File: src/tone_volume_cfg.svh
// Purpose: Constants for the serial tone and volume command decoder.
// Assumes: Codes are the raw bit patterns carried on the serial link.
// Notes:   Definitions only; included by its bare name.
`ifndef TONE_VOLUME_CFG_SVH
`define TONE_VOLUME_CFG_SVH

// Device selection address and word layout.
`define DEV_ADDR      2'h2
`define ADDR_BITS     2
`define WORD_BITS     9
`define SET_BITS      6

// Function selector codes.
`define FN_INPUT      3'h0
`define FN_BASS       3'h1
`define FN_TREBLE     3'h2
`define FN_VOLUME     3'h3
`define FN_FADER_BASE 3'h4

// Top codes; a larger volume, fader or tone code is held at the top step, a larger input code with bit three clear falls back to open.
`define VOL_MAX       6'h28
`define FADER_MAX     6'h14
`define TONE_MAX      6'h0C
`define INPUT_MAX     3'h4

// Power-up values: minimum level, flat tone, open input.
`define VOL_RST       6'h00
`define FADER_RST     5'h00
`define TONE_FLAT     4'h6
`define INPUT_RST     3'h0

// Synchroniser depth for link pins.
`define SYNC_STAGES   3

`endif

File: src/tone_volume_pkg.sv
// Purpose: Types shared by the serial tone and volume decoder.
// Assumes: Nothing beyond the configuration header.
// Notes:   Only types live here; numbers stay in the header.
package tone_volume_pkg;

    // Link receiver states within one enable frame.
    typedef enum logic [1:0] {
        ST_IDLE,
        ST_ADDR,
        ST_BODY,
        ST_SKIP
    } link_state_t;

endpackage

File: src/pin_filter.sv
// Purpose: Three-stage synchroniser with agreement filter for link pins.
// Assumes: Inputs are asynchronous to clk_sys.
// Notes:   A change counts once stages two and three agree.
`timescale 1ns/100ps

module pin_filter #(
    parameter int WIDTH = 3
) (
    input  wire logic             clk_sys,
    input  wire logic             rst_n,
    input  wire logic [WIDTH-1:0] raw,
    output logic      [WIDTH-1:0] level_r,
    output logic      [WIDTH-1:0] rise_r,
    output logic      [WIDTH-1:0] fall_r
);

    logic [WIDTH-1:0] s1_r;
    logic [WIDTH-1:0] s2_r;
    logic [WIDTH-1:0] s3_r;
    logic [WIDTH-1:0] agree;

    // The first stage feeds only the second, so metastability stays put.
    // Stages and level reset high, the idle level of the enable pin, so no
    // false enable rise follows reset; a pin idling low only shows a fall.
    always_ff @(posedge clk_sys or negedge rst_n) begin
        if (!rst_n) begin
            s1_r <= '1;
            s2_r <= '1;
            s3_r <= '1;
        end else begin
            s1_r <= raw;
            s2_r <= s1_r;
            s3_r <= s2_r;
        end
    end

    assign agree = ~(s2_r ^ s3_r);

    // Level follows only agreed values; edges pulse for one cycle.
    always_ff @(posedge clk_sys or negedge rst_n) begin
        if (!rst_n) begin
            level_r <= '1;
            rise_r  <= '0;
            fall_r  <= '0;
        end else begin
            level_r <= (agree & s3_r) | (~agree & level_r);
            rise_r  <= agree & s3_r & ~level_r;
            fall_r  <= agree & ~s3_r & level_r;
        end
    end

endmodule

File: src/tone_volume_serial_decoder.sv
// Purpose: Decodes three-wire serial commands into audio control settings.
// Assumes: Link pins are asynchronous and slow against clk_sys (50 MHz).
// Notes:   All outputs are registers; settings change only on a commit.
`timescale 1ns/100ps
`include "tone_volume_cfg.svh"

// Operation
// RQ1 - First two bits of a frame are the device address; must equal 10.
// RQ2 - Nine-bit word splits into three selector bits and six setting bits.
// RQ3 - Selector picks rear/front faders, volume, treble, bass or input.
// RQ4 - Volume uses six bits, 0 to 40 steps; 10100X is top.
// RQ5 - Fader ignores top bit, 0 to 20 steps; X1010X is top.
// RQ6 - Tone ignores top two bits; 0 cut, 6 flat, 12 boost.
// RQ7 - Input ignores top two bits, needs zero next; open or inputs 1-4.
// RQ8 - One code step equals one 2 dB level step.
// RQ9 - Controller always sends all six setting bits.
// RQ10 - Controller sends only listed setting codes.
// RQ11 - Any number of bits may follow the address; last nine count.
// RQ12 - Data sampled on each rising serial clock edge.
// RQ13 - Only last nine bits used; wrong address ignores the transfer.
// RQ14 - Enable rising stops shifting and latches settings; only then change.
// RQ15 - Controller drops enable only while serial clock is low.
// RQ16 - After reset volume and faders minimum, tone flat.
// RQ17 - Bits arrive most significant first.
module tone_volume_serial_decoder (
    input  wire logic       clk_sys,
    input  wire logic       rst_n,
    input  wire logic       ser_clk,
    input  wire logic       ser_data,
    input  wire logic       ser_enable,
    output logic      [5:0] volume_level_r,
    output logic      [4:0] fader_rf_r,
    output logic      [4:0] fader_lf_r,
    output logic      [4:0] fader_rr_r,
    output logic      [4:0] fader_lr_r,
    output logic      [3:0] treble_level_r,
    output logic      [3:0] bass_level_r,
    output logic      [2:0] input_sel_r,
    output logic            cmd_strobe_r
);

    tone_volume_pkg::link_state_t state_r;
    logic [2:0]                   lvl;
    logic [2:0]                   rise;
    logic [2:0]                   fall;
    logic                         data_bit;
    logic                         clk_rise;
    logic                         en_rise;
    logic                         en_level;
    logic                         addr_first_r;
    logic                         addr_cnt_r;
    logic [3:0]                   body_cnt_r;
    logic [8:0]                   shift_r;
    logic                         commit;
    logic [2:0]                   function_selector_bits;
    logic [5:0]                   setting;
    logic [5:0]                   vol_nxt;
    logic [5:0]                   fad_nxt;
    logic [5:0]                   tone_nxt;
    logic [4:0]                   fader_r [4];
    logic                         cmd_seen_r;

    // Pick the smaller of a code and its top step.
    function automatic logic [5:0] clamp(input logic [5:0] code,
                                         input logic [5:0] top);
        clamp = (code > top) ? top : code;
    endfunction

    // Data, clock and enable share one pipeline so they stay aligned.
    pin_filter #(
        .WIDTH (3)
    ) u_pins (
        .clk_sys (clk_sys),
        .rst_n   (rst_n),
        .raw     ({ser_enable, ser_clk, ser_data}),
        .level_r (lvl),
        .rise_r  (rise),
        .fall_r  ()
    );

    assign data_bit = lvl[0];
    assign clk_rise = rise[1];
    assign en_rise  = rise[2];
    assign en_level = lvl[2];

    // Frame state: address phase, then accept or skip until enable rises.
    always_ff @(posedge clk_sys or negedge rst_n) begin
        if (!rst_n) begin
            state_r <= tone_volume_pkg::ST_IDLE;
        end else begin
            case (state_r)
                tone_volume_pkg::ST_IDLE: begin
                    if (!en_level)
                        state_r <= tone_volume_pkg::ST_ADDR;
                end
                tone_volume_pkg::ST_ADDR: begin
                    if (en_rise)
                        state_r <= tone_volume_pkg::ST_IDLE;
                    else if (clk_rise && addr_cnt_r) begin
                        // Wrong address skips the whole frame. [RQ1] [RQ13]
                        if ({addr_first_r, data_bit} == `DEV_ADDR)
                            state_r <= tone_volume_pkg::ST_BODY;
                        else
                            state_r <= tone_volume_pkg::ST_SKIP;
                    end
                end
                tone_volume_pkg::ST_BODY,
                tone_volume_pkg::ST_SKIP: begin
                    if (en_rise)
                        state_r <= tone_volume_pkg::ST_IDLE; // [RQ14]
                end
                default: begin
                    state_r <= tone_volume_pkg::ST_IDLE;
                end
            endcase
        end
    end

    // Address bits arrive first, high bit leading. [RQ17]
    always_ff @(posedge clk_sys or negedge rst_n) begin
        if (!rst_n) begin
            addr_cnt_r   <= 1'b0;
            addr_first_r <= 1'b0;
        end else if (state_r == tone_volume_pkg::ST_IDLE) begin
            addr_cnt_r   <= 1'b0;
        end else if (state_r == tone_volume_pkg::ST_ADDR && clk_rise
                     && !en_rise) begin
            addr_cnt_r   <= 1'b1;
            addr_first_r <= data_bit;
        end
    end

    // Shift on each clock rise; older bits fall off the top, so any
    // number of extra bits leaves only the last nine. [RQ11] [RQ12] [RQ13]
    always_ff @(posedge clk_sys or negedge rst_n) begin
        if (!rst_n) begin
            shift_r    <= '0;
            body_cnt_r <= '0;
        end else if (state_r == tone_volume_pkg::ST_ADDR) begin
            body_cnt_r <= '0;
        end else if (state_r == tone_volume_pkg::ST_BODY && clk_rise
                     && !en_rise) begin
            shift_r <= {shift_r[7:0], data_bit}; // [RQ17]
            if (body_cnt_r != 4'(`WORD_BITS))
                body_cnt_r <= body_cnt_r + 4'h1;
        end
    end

    // A frame commits only with a matched address and a full word.
    assign commit = (state_r == tone_volume_pkg::ST_BODY) && en_rise
                    && (body_cnt_r == 4'(`WORD_BITS)); // [RQ14]

    // Split the word and clamp each field to its top step. [RQ2] [RQ8]
    always_comb begin
        function_selector_bits = shift_r[8:6];
        setting  = shift_r[5:0];
        vol_nxt  = clamp(setting, `VOL_MAX); // [RQ4]
        fad_nxt  = clamp({1'b0, setting[4:0]}, `FADER_MAX); // [RQ5]
        tone_nxt = clamp({2'b00, setting[3:0]}, `TONE_MAX); // [RQ6]
    end

    // Volume and tone latches; reset gives minimum and flat. [RQ16]
    always_ff @(posedge clk_sys or negedge rst_n) begin
        if (!rst_n) begin
            volume_level_r <= `VOL_RST;
            treble_level_r <= `TONE_FLAT;
            bass_level_r   <= `TONE_FLAT;
        end else if (commit) begin
            case (function_selector_bits) // [RQ3]
                `FN_VOLUME: volume_level_r <= vol_nxt;
                `FN_TREBLE: treble_level_r <= tone_nxt[3:0];
                `FN_BASS:   bass_level_r   <= tone_nxt[3:0];
                default: begin
                end
            endcase
        end
    end

    // Input select; a set bit three is not a listed code and is dropped.
    // Low codes above four fall back to open rather than guess. [RQ7]
    always_ff @(posedge clk_sys or negedge rst_n) begin
        if (!rst_n) begin
            input_sel_r <= `INPUT_RST;
        end else if (commit && function_selector_bits == `FN_INPUT
                     && !setting[3]) begin
            input_sel_r <= (setting[2:0] > `INPUT_MAX) ? `INPUT_RST
                                                       : setting[2:0];
        end
    end

    // Four faders share one shape; selector codes 100 to 111. [RQ3] [RQ5]
    for (genvar i = 0; i < 4; i++) begin : g_fader
        always_ff @(posedge clk_sys or negedge rst_n) begin
            if (!rst_n)
                fader_r[i] <= `FADER_RST; // [RQ16]
            else if (commit
                     && function_selector_bits == `FN_FADER_BASE + 3'(i))
                fader_r[i] <= fad_nxt[4:0];
        end
    end

    assign fader_rf_r = fader_r[0];
    assign fader_lf_r = fader_r[1];
    assign fader_rr_r = fader_r[2];
    assign fader_lr_r = fader_r[3];

    // One-cycle strobe after every accepted command.
    always_ff @(posedge clk_sys or negedge rst_n) begin
        if (!rst_n)
            cmd_strobe_r <= 1'b0;
        else
            cmd_strobe_r <= commit;
    end

    // Helper for checking: set once any command has been accepted.
    always_ff @(posedge clk_sys or negedge rst_n) begin
        if (!rst_n)
            cmd_seen_r <= 1'b0;
        else if (commit)
            cmd_seen_r <= 1'b1;
    end
endmodule

File: config.mk
export PLATFORM = sky130hd
export DESIGN_NAME = tone_volume_serial_decoder
export DESIGN_NICKNAME = d
export VERILOG_FILES = /design/src/tone_volume_pkg.sv /design/src/pin_filter.sv /design/src/tone_volume_serial_decoder.sv
export VERILOG_INCLUDE_DIRS = /design/src
export SDC_FILE = /design/constraint.sdc
export NUM_CORES = 1
export LEC_CHECK = 0
export BUFFER_PORTS_ARGS = -buffer_cell sky130_fd_sc_hd__buf_2
export CAP_MARGIN = 20
export CORE_ASPECT_RATIO = 0.9
export CORE_MARGIN = 2
export CORE_UTILIZATION = 40
export DETAILED_ROUTE_END_ITERATION = 8
export PLACE_DENSITY = 0.62
export SKIP_CTS_REPAIR_TIMING = 1
export SKIP_LAST_GASP = 1
export SYNTH_ARGS = -nofsm -noshare
export SYNTH_HDL_FRONTEND = slang
export SYNTH_SLANG_ARGS = --single-unit
File: constraint.sdc
create_clock -name clk_sys -period 2.26 [get_ports clk_sys]
set_input_delay 0.452 -clock clk_sys [delete_from_list [all_inputs] [get_ports clk_sys]]
set_output_delay 0.452 -clock clk_sys [all_outputs]
set_load 0.01 [all_outputs]
Word-level counts from Yosys, hierarchy flattened:

Index checks and enable logic that the tools add are counted.

* $add $sub $neg: 1
* multiply operators: 0
* div/mod/pow operators: 0
* order comparisons: 4
* eq/ne operators: 16
* shifts and indexed selects: 0
* multiplexer cells: 15
* bitwise logic cells: 10
* reductions and logical operators: 28

Operators by type and width (count)
* 2-to-1 mux 4 bit: 4
* logical AND 1 bit: 13
* equality test 3 bit (second input constant): 4
* AND reduction 2 bit: 6
* AND 3 bit: 3
* inverter 3 bit: 3
* 2-to-1 mux 2 bit: 4
* equality test 2 bit (second input constant): 3
* equality test 3 x 2 -> 1 bit (second input constant): 2
* > comparator 6 bit (second input constant): 1
* 2-to-1 mux 6 bit: 1
* case mux 2 bit (3 select lines): 1
* nonzero test 2 bit: 3
* > comparator 5 bit (second input constant): 1
* 2-to-1 mux 5 bit: 1
* adder 4 x 1 -> 4 bit (second input constant): 1
* equality test 4 bit (second input constant): 1
* > comparator 4 bit (second input constant): 1
* != test 4 bit (second input constant): 1
* equality test 3 x 1 -> 1 bit (second input constant): 1
* > comparator 3 bit (second input constant): 1
* zero test 3 bit: 1
* 2-to-1 mux 1 bit: 3
* 2-to-1 mux 3 bit: 1
* 11 further kinds: 13

* register bits after elaboration: 70
* latch bits: 0
* bits in writable memories: 0
* memory bits (read-only): 0
* input port bits: 5
* output and inout bits: 38
* memories: 0

Depth between registers and ports, before layout:

Gate-level depths: netlist (run 1).

* depth after elaboration: 5
* gate-level depth with buffers: 7
* mapped depth without buffers: 5

Modules after synthesis:

Synthesis (run 1) repeated with hierarchy kept, for this count alone.

* cells, all modules: 232
* area total of the unflattened synthesis: 3075.4 um^2

By module, submodules not included
* tone_volume_serial_decoder: instances 1, cells each 193, area an instance 2429.8 um^2, sequential area each 1381.3 um^2
* pin_filter: instances 1, cells each 39, area an instance 645.6 um^2, sequential area each 465.4 um^2

Least setup slack after synthesis (run 1):

OpenSTA, ideal clock, no wires.

* kind: flip-flop to flip-flop
* start point: reg body_cnt_r[1]
* end point: reg fader_r (netlist bit fader_lf_r[0])
* arrival: 1.621 ns
* data required time: 2.135 ns
* setup slack: 0.515 ns
* cell stages (with the launch flop): 8
* buffers on the path: 2
* clock period less this slack: 1.745 ns
* cells stage by stage: dfrtp_1 inv_1 ha_1 and3b_1 clkbuf_1 and4_1 buf_2 mux2_2

* cells in the longest elaborated chain, start to end: 3

Ends and longest elaborated chain
* from (decl): RTL line tone_volume_serial_decoder.sv:52 `logic [3:0] body_cnt_r;`
* from (signal assigned): RTL line tone_volume_serial_decoder.sv:145 `body_cnt_r <= body_cnt_r + 4'h1;`
* equality test 4 bit: RTL line tone_volume_serial_decoder.sv:151 `` && (body_cnt_r == 4'(`WORD_BITS)); ``
* logical AND 1 bit: RTL line tone_volume_serial_decoder.sv:150 `assign commit = (state_r == tone_volume_pkg::ST_BODY) && en_rise`
* logical AND 1 bit: RTL line tone_volume_serial_decoder.sv:196 `else if (commit`
* to (signal, indexed assignment): RTL line tone_volume_serial_decoder.sv:195 `` fader_r[i] <= `FADER_RST; ``
* to (signal, indexed assignment): RTL line tone_volume_serial_decoder.sv:198 `fader_r[i] <= fad_nxt[4:0];`
* to (decl): RTL line tone_volume_serial_decoder.sv:60 `logic [4:0] fader_r [4];`

No other way between the ends.
A chain may end at the register's enable or synchronous reset.

Final worst setup path (run 1):

* start point: reg body_cnt_r[1]
* end point: reg fader_r (netlist bit fader_lf_r[2])

The elaborated chain is that of the path after synthesis.

==> flow_summary.yaml, run 1 <==
status:
  outcome: "finished clean"
setup_path:
  arrival_ps: 2100
  required_ps: 2500
  startpoint: "body_cnt_r[1]"
  crit_path_max_fanout: 7
  end_kind: "register"
  worstSetupEndpoint: "fader_lf_r[2]"
  critPathMaxStageDelay_ps: 410
  r2r_slack_ps: 400
  critical_path_class: "register to register"
  critPathLaunchType: "register"
  r2r-start: "body_cnt_r[1]"
  reg2reg_depth: 5
  crit_chain: "inv_1 -> ha_1 -> and3b_1 -> and4_1 -> mux2_2"
  slowest_stage: "dfrtp_1"
  reg2reg_to: "fader_lf_r[2]"
yosys:
  synth_edf_count: 0
  ys_ff_latch: 69
  syn_area_per_cell_um2: 13.4
  syn_inst: 214
  synthTopCellsByArea: "dfrtp_1, dfstp_2, mux2_2, nand2_1, ha_1"
  synth.distinct_cells: 41
  synth_top_area_share: 0.464
  syn_nets: 223
  netlist_area_mm2: 0.00286
  synth_flop_cell: "dfrtp_1"
  ys_warn_count: 0
  synth_top_area_cell: "dfrtp_1"
  ys_seq_area_frac: 0.611
  postSynth.asyncResetShare: 1.00
power:
  p_sw_frac: 0.245
  p_sw_w: 0.000650
  seq_power_share: 0.522
  p_leak_nw: 1.77
  peakVddDrop_v: 0.000492
  clkPwrFrac: 0.419
  power_density_mw_per_mm2: 779
  internal_power_w: 0.00200
  combinationalPowerShare: 0.060
die:
  die_h_um: 84.2
  initial_utilization: 0.408
  die_area_mm2: 0.00784
  die_w_um: 93.1
  coreArea_mm2: 0.00700
  rows: 29
  io_pins: 43
clocking:
  clkSlewWorstSetupHoldPaths_ps: 80
  clockBufferDepth: 2
  cts-buffers-inserted: 9
  insertion_delay_ps: 350
  htreeDepth: 3
  cts_tree: "yes"
  cts.sinks: 69
  cts_root_buf: "clkbuf_8"
detailed_routing:
  dr.pass1.iters: 4
  vias: 1760
  wl_per_cell_um: 14.8
  routed_wl_um: 5310
  drc: 0
  dr.first_iter.drc_count: 75
  topRoutingLayerUsed: "met4"
  wl_met2_um: 2510
  met1_length_um: 2470
  viasPerCell: 4.92
  ant_nets: 0
  routed-wl-met3_um: 290
grt:
  antenna_found_initial: 0
  grt_overflow: 0
  grt_pass1_vias: 1773
  grt_max_degree: 70
  grt_first_pass_wirelength_um: 9020
  grt_usage: 0.151
final_layout:
  layout_common_cells: "dfrtp_1, buf_2, mux2_2, nand2_1, dfstp_2"
  final_common_cell: "dfrtp_1"
  diodes: 0
  syn2layout_area_growth_pct: 19.1
  drive_gt1_frac: 0.445
  nets: 269
placed_design:
  portBuffers: 42
  hpwl_um: 3530
  gp_congestion: 0.788
job:
  max-cap-violations: 0
min_path:
  hold_class: "input port to asynchronous set/reset pin"
sta:
  worst_slew_pin_slew_ps: 554
  drv_slew: 0
  skew_ps: 5.77
  slew_headroom: 0.628
  final-setup-viol-count: 0
  rsz0062_at_grt: "false"
  whs_ps: 107
  max_freq_mhz: 536
  hold_viol: 0
  final.setup.tns_ps: 0
  fin_crit_sh: 0.825
  fin_crit_ps: 1860
## through the flow
step	cells	cell area [um^2]	setup WS, ps	util	total power [W]
floorplan	214	2860	515	-	0.00150
global placement	342	3180	446	0.454	0.00157
detailed placement	342	3180	389	0.454	0.00157
CTS	358	3400	374	0.486	0.00269
global route	358	3400	232	0.486	0.00277
finish	358	3400	395	0.486	0.00265
## how the worst min path moves through the flow
stage	from	endpoint	slack, ps
2_1_floorplan	rst_n	addr_cnt_r	160
3_3_place_gp	u_pins.s1_r[0]	u_pins.s2_r[0]	350
3_5_place_dp	u_pins.s1_r[2]	u_pins.s2_r[2]	350
4_1_cts	rst_n	volume_level_r[4]	120
5_1_grt	rst_n	volume_level_r[4]	120
6_report	rst_n	volume_level_r[4]	110
## registers in the layout, summed over array words and instances, names as in the netlist, named ones only
signal	flops
addr_cnt_r	1
addr_first_r	1
bass_level_r	4
body_cnt_r	4
cmd_strobe_r	1
fader_lf_r	5
fader_lr_r	5
fader_rf_r	5
fader_rr_r	5
input_sel_r	3
shift_r	9
state_r	2
treble_level_r	4
u_pins.rise_r	2
u_pins.s1_r	3
u_pins.s2_r	3
u_pins.s3_r	3
volume_level_r	6
## synth_stat cells, drive strengths merged, types with 2 or more instances
master	number
a21boi	3
a21o	2
and2	2
buf	3
clkbuf	7
dfrtp	53
dfstp	16
ha	4
inv	6
mux2	36
mux2i	5
nand2	31
nand2b	2
nand3	3
nand4b	2
nor2	4
nor2b	6
nor3	3
nor4	2
o211ai	2
o21ai	6
## per-layer routing
| layer | vias to the layer above | global-route usage |
|---|---|---|
| met3 | 4 | 0.0592 |
| met4 | 0 | 0.0495 |
| met5 | - | 0 |
| met1 | 883 | 0.212 |
| met2 | 42 | 0.216 |
| li1 | 831 | - |
## cell families (layout without fill, tap and decap cells)
| family | count (synthesis) | in the layout | share of synthesized area |
|---|---|---|---|
| muxes | 41 | 41 | 0.159 |
| DFF | 69 | 69 | 0.611 |
| buffers and inverters | 16 | 67 | 0.0223 |
| adders and majority gates | 5 | 5 | 0.0210 |
| AOI/OAI and AO/OA | 17 | 17 | 0.0390 |
| and+or+nand+nor | 66 | 66 | 0.147 |
## power by group through the flow
stage | logic [W] | registers [W] | clock network [W]
2_1_floorplan | 0.000149 | 0.00135 | 0
3_3_place_gp | 0.000160 | 0.00141 | 0
5_1_grt | 0.000183 | 0.00139 | 0.00119
6_report | 0.000158 | 0.00138 | 0.00111
3_5_place_dp | 0.000163 | 0.00140 | 0
4_1_cts | 0.000162 | 0.00138 | 0.00114
## area by class of cell
| type | instances | area (um^2) |
|---|---|---|
| fillers | 619 | 3600 |
| clock buffers | 11 | 163 |
| well taps | 93 | 116 |
| flip-flops and latches | 69 | 1750 |
| inverters | 6 | 22.5 |
| repair buffers | 45 | 245 |
| multi-input cells | 129 | 1050 |
| clock inverters | 5 | 62.6 |
## worst max-delay path, delay by kind of cell, from the launching register on
| kind | cells | cell delay (ps) |
|---|---|---|
| buffers and inverters | 1 | 70 |
| flip-flops | 1 | 410 |
| multiplexers | 1 | 370 |
| AND/OR/NAND/NOR | 2 | 710 |
| adder cells (fa/ha/maj) | 1 | 200 |
Power figures use the tool's default switching activity.
==> run 2, diff against run 1 <==
PLACE_DENSITY = 0.65   (was 0.62)
clock period = 1.6 ns   (was 2.26 ns; I/O delays follow)
==> run 2 against run 1 <==
  * The run now ends with hold timing left
  * Sequential share of layout area down 3.1 points
  * Final area grew 6.4%
  * Register-to-register slack worse by 390 ps
  * Worst hold slack worse by 130 ps
  * First-iteration DRC count is 29% lower
  * Total power up 44%
  * Largest power group unchanged
  * Highest routed layer unchanged
==> flow_summary.yaml, run 2 (synthesized netlist as in run 1, its figures left out) <==
setup_path:
  r2r-start: "body_cnt_r[1]"
  crit_family: "simple AND/OR/NAND/NOR gates"
  crit_chain: "inv_2 -> ha_4 -> nand3b_4 -> nor4b_4 -> buf_4 -> mux2_4"
  arrival_ps: 1810
  critical_path_class: "register to register"
  end_kind: "register"
  critPathLaunchType: "register"
  critPathMaxStageDelay_ps: 390
  crit_path_max_fanout: 5
  cp_num_buf_inv: 2
  startpoint: "body_cnt_r[1]"
  slowest_stage: "dfrtp_1"
  required_ps: 1820
final_layout:
  syn2layout_area_growth_pct: 26.7
  largest_reg_flops: 9
  nets: 289
  drive_gt1_frac: 0.498
  reg_top3: "shift_r x9, volume_level_r x6"
  diodes: 0
  top_register: "shift_r"
  final_common_cell: "dfrtp_1"
  layout_common_cells: "dfrtp_1, buf_2, nand2_1, mux2_2, buf_4"
sta:
  hold_viol: 14
  max_freq_mhz: 628
  fin_crit_sh: 0.995
  drv_slew: 0
  worst_slew_pin_slew_ps: 408
  fin_crit_ps: 1590
  skew_ps: 11.0
  slew_headroom: 0.728
  whs_ps: -18.4
  rsz0062_at_grt: "true"
  final-setup-viol-count: 0
  post-route-worst-setup-slack_ps: 7.22
grt:
  grt_first_pass_wirelength_um: 8780
  grt_max_degree: 70
  antenna_found_initial: 0
  grt_overflow: 0
  grt_pass1_vias: 1730
  grt_usage: 0.146
placed_design:
  gp_congestion: 0.763
  place_ws_ps: -50.1
  hpwl_um: 3610
  portBuffers: 42
die:
  die_w_um: 93.1
  die_area_mm2: 0.00784
  coreArea_mm2: 0.00700
  io_pins: 43
  rows: 29
  initial_utilization: 0.408
  die_h_um: 84.2
status:
  outcome: "finished, violations left"
  violations: "hold timing"
clocking:
  cts.sinks: 69
  cts_root_buf: "clkbuf_8"
  cts-buffers-inserted: 9
  htreeDepth: 3
  clkSlewWorstSetupHoldPaths_ps: 80
  clockBufferDepth: 2
  insertion_delay_ps: 340
  cts_tree: "yes"
detailed_routing:
  routed_wl_um: 5260
  vias: 1823
  viasPerCell: 4.82
  wl_per_cell_um: 13.9
  dr.first_iter.drc_count: 53
  ant_nets: 0
  dr.pass1.iters: 5
  drc: 0
power:
  peakVddDrop_v: 0.000714
  power_density_mw_per_mm2: 1050
  p_leak_nw: 1.87
min_path:
  hold_class: "input port to asynchronous set/reset pin"
job:
  max-cap-violations: 0
run 2: cell count changes in the layout (fill, tap and decap cells not counted), moves of 2 or more:
cell	delta
mux2_1	-2
clkinvlp_4	+2
buf_4	+16
buf_6	+4
mux2_4	+8
mux2_2	-6
run 2: through the flow:
| stage | power (W) | std cells | instance area [um^2] | setup TNS, ps | util |
|---|---|---|---|---|---|
| after CTS | 0.00386 | 375 | 3550 | -548 | 0.507 |
| final | 0.00381 | 378 | 3620 | 0 | 0.517 |
| after floorplan | 0.00214 | 214 | 2890 | -433 | - |
| after detailed placement | 0.00226 | 359 | 3330 | -271 | 0.475 |
| after global routing | 0.00397 | 378 | 3620 | -730 | 0.517 |
| after global placement | 0.00224 | 359 | 3330 | -61.5 | 0.475 |
run 2: final cells by class:
type / instances / area (um^2)
Fill cell: 598 / 3380
Sequential cell: 69 / 1750
Multi-Input combinational cell: 129 / 1100
Timing Repair Buffer: 65 / 410
Clock buffer: 11 / 141
Tap cell: 93 / 116
Clock inverter: 5 / 83.8
Inverter: 6 / 22.5
run 2: per-layer routing:
layer,share of wire,up-vias,track usage
li1,-,874,-
met1,0.49,906,0.208
met2,0.45,38,0.207
met3,0.052,5,0.0628
met4,0.0057,0,0.0401
met5,0,-,0
run 2: where the power goes:
group	switching [W]	total [W]	internal (W)
logic	0.000162	0.000307	0.000145
clock network	0.000658	0.00158	0.000926
registers	0.0000742	0.00192	0.00184
run 2: final timing paths:
path,end,slack [ps],cells past startpoint
max,volume_level_r[5],7,6
min,addr_cnt_r,-20,2
max reg2reg,volume_level_r[5],7,6
min reg2reg,u_pins.s2_r[2],360,0
max in group asynchronous,treble_level_r[2],1290,2
min in group clk_sys,u_pins.s1_r[2],70,1
==> run 3, diff against run 2 <==
RECOVER_POWER = 25   (was default)
==> run 3 against run 2 <==
  * Via count grew 0.38%
  * Critical path depth is the same
  * Critical path type unchanged
  * The run now ends clean
  * Final area shrank 0.35%
  * Sequential share of layout area grew 0.17 points
  * Largest cell class unchanged
  * Fmax is essentially flat
  * Count of clock-buffer cells in the layout is the same
  * Register-to-register slack is essentially flat
  * Combinational power shrank 2%
  * Die area is the same
  * Clock power is essentially flat
  * Worst hold slack gained 91 ps
  * Worst setup slack gained 0.62 ps
==> flow_summary.yaml, run 3 (synthesized netlist as in run 1, its figures left out) <==
sta:
  fin_crit_sh: 0.995
  fin_crit_ps: 1590
  max_freq_mhz: 628
  skew_ps: 11.0
  hold_viol: 0
  final.setup.tns_ps: 0
  worst_slew_pin_slew_ps: 913
  whs_ps: 72.9
  drv_slew: 0
  slew_headroom: 0.392
  final-setup-viol-count: 0
  rsz0062_at_grt: "true"
clocking:
  cts-buffers-inserted: 9
  insertion_delay_ps: 340
  htreeDepth: 3
  cts_tree: "yes"
  cts_root_buf: "clkbuf_8"
  clkSlewWorstSetupHoldPaths_ps: 80
  cts.sinks: 69
  clockBufferDepth: 2
setup_path:
  r2r_slack_ps: 8
  required_ps: 1820
  r2r-start: "body_cnt_r[1]"
  reg2reg_to: "volume_level_r[5]"
  crit_path_max_fanout: 5
  critical_path_class: "register to register"
  arrival_ps: 1810
  end_kind: "register"
  critPathLaunchType: "register"
  reg2reg_depth: 6
detailed_routing:
  dr.pass1.iters: 4
  topRoutingLayerUsed: "met4"
  met1_length_um: 2590
  wl_met2_um: 2360
  vias: 1830
  viasPerCell: 4.84
  wl_per_cell_um: 13.9
  routed_wl_um: 5260
  routed-wl-met3_um: 269
  drc: 0
  ant_nets: 0
  dr.first_iter.drc_count: 54
placed_design:
  hpwl_um: 3610
  portBuffers: 42
  gp_congestion: 0.763
status:
  outcome: "finished clean"
power:
  p_leak_nw: 1.87
  power_density_mw_per_mm2: 1050
  peakVddDrop_v: 0.000714
  power.total_w: 0.00380
die:
  rows: 29
  die_area_mm2: 0.00784
  die_h_um: 84.2
  die_w_um: 93.1
  initial_utilization: 0.408
  coreArea_mm2: 0.00700
  io_pins: 43
grt:
  grt_usage: 0.146
  grt_max_degree: 70
  grt_overflow: 0
  antenna_found_initial: 0
  grt_pass1_vias: 1730
  grt_first_pass_wirelength_um: 8780
job:
  max-cap-violations: 0
final_layout:
  largest_reg_flops: 9
  final_common_cell: "dfrtp_1"
  layout_common_cells: "dfrtp_1, buf_2, nand2_1, mux2_2, buf_4"
  syn2layout_area_growth_pct: 26.3
  reg_top3: "shift_r x9, volume_level_r x6"
  drive_gt1_frac: 0.498
  diodes: 0
  nFillCells: 600
  top_register: "shift_r"
  nets: 289
min_path:
  min_to: "u_pins.s1_r[2]"
  hold_class: "input port to register"
  min_from: "ser_enable"
  hold-path-cell-count: 1
[run 3: through the flow]
stage | std cells | util | worst slack [ps] | instance area, um^2
6_report | 378 | 0.515 | 7.84 | 3610
5_1_grt | 378 | 0.515 | -98.4 | 3610
4_1_cts | 375 | 0.507 | -67.9 | 3550
3_5_place_dp | 359 | 0.475 | -50.1 | 3330
3_3_place_gp | 359 | 0.475 | -19.3 | 3330
2_1_floorplan | 214 | - | -55.7 | 2890
[run 3: power breakdown]
group          internal [W]  total [W]  switching, W
logic              0.000141   0.000302      0.000161
registers           0.00184    0.00192     0.0000747
clock network      0.000926    0.00159      0.000659
[run 3: per-layer routing]
metal / global-route usage / up-vias
met1: 0.208 / 915
met3: 0.0628 / 5
met5: 0 / -
met4: 0.0401 / 0
li1: - / 873
met2: 0.207 / 37
[run 3: worst max path at each step]
stage | slack, ps | endpoint | from
final | 8 | volume_level_r[5] | body_cnt_r[1]
after global routing | -100 | fader_rr_r[3] | shift_r[8]
after CTS | -70 | fader_lf_r[1] | body_cnt_r[1]
after detailed placement | -50 | fader_lf_r[1] | body_cnt_r[1]
after global placement | -20 | treble_level_r[3] | body_cnt_r[1]
after floorplan | -60 | volume_level_r[5] | body_cnt_r[1]
[run 3: cell type report]
class / count / area, um^2 / area share
clock buffers: 11 / 141 / 0.0392
clock inverters: 5 / 83.8 / 0.0232
inverters: 6 / 22.5 / 0.00624
multi-input cells: 129 / 1100 / 0.305
flip-flops and latches: 69 / 1750 / 0.484
well taps: 93 / 116 / 0.0322
repair buffers: 65 / 398 / 0.110
[run 3: worst max-delay path, stage by stage (launching register included)]
cell	delay (ps)
dfrtp_1	390
inv_2	70
ha_4	130
nand3b_4	130
nor4b_4	270
buf_4	190
mux2_4	300
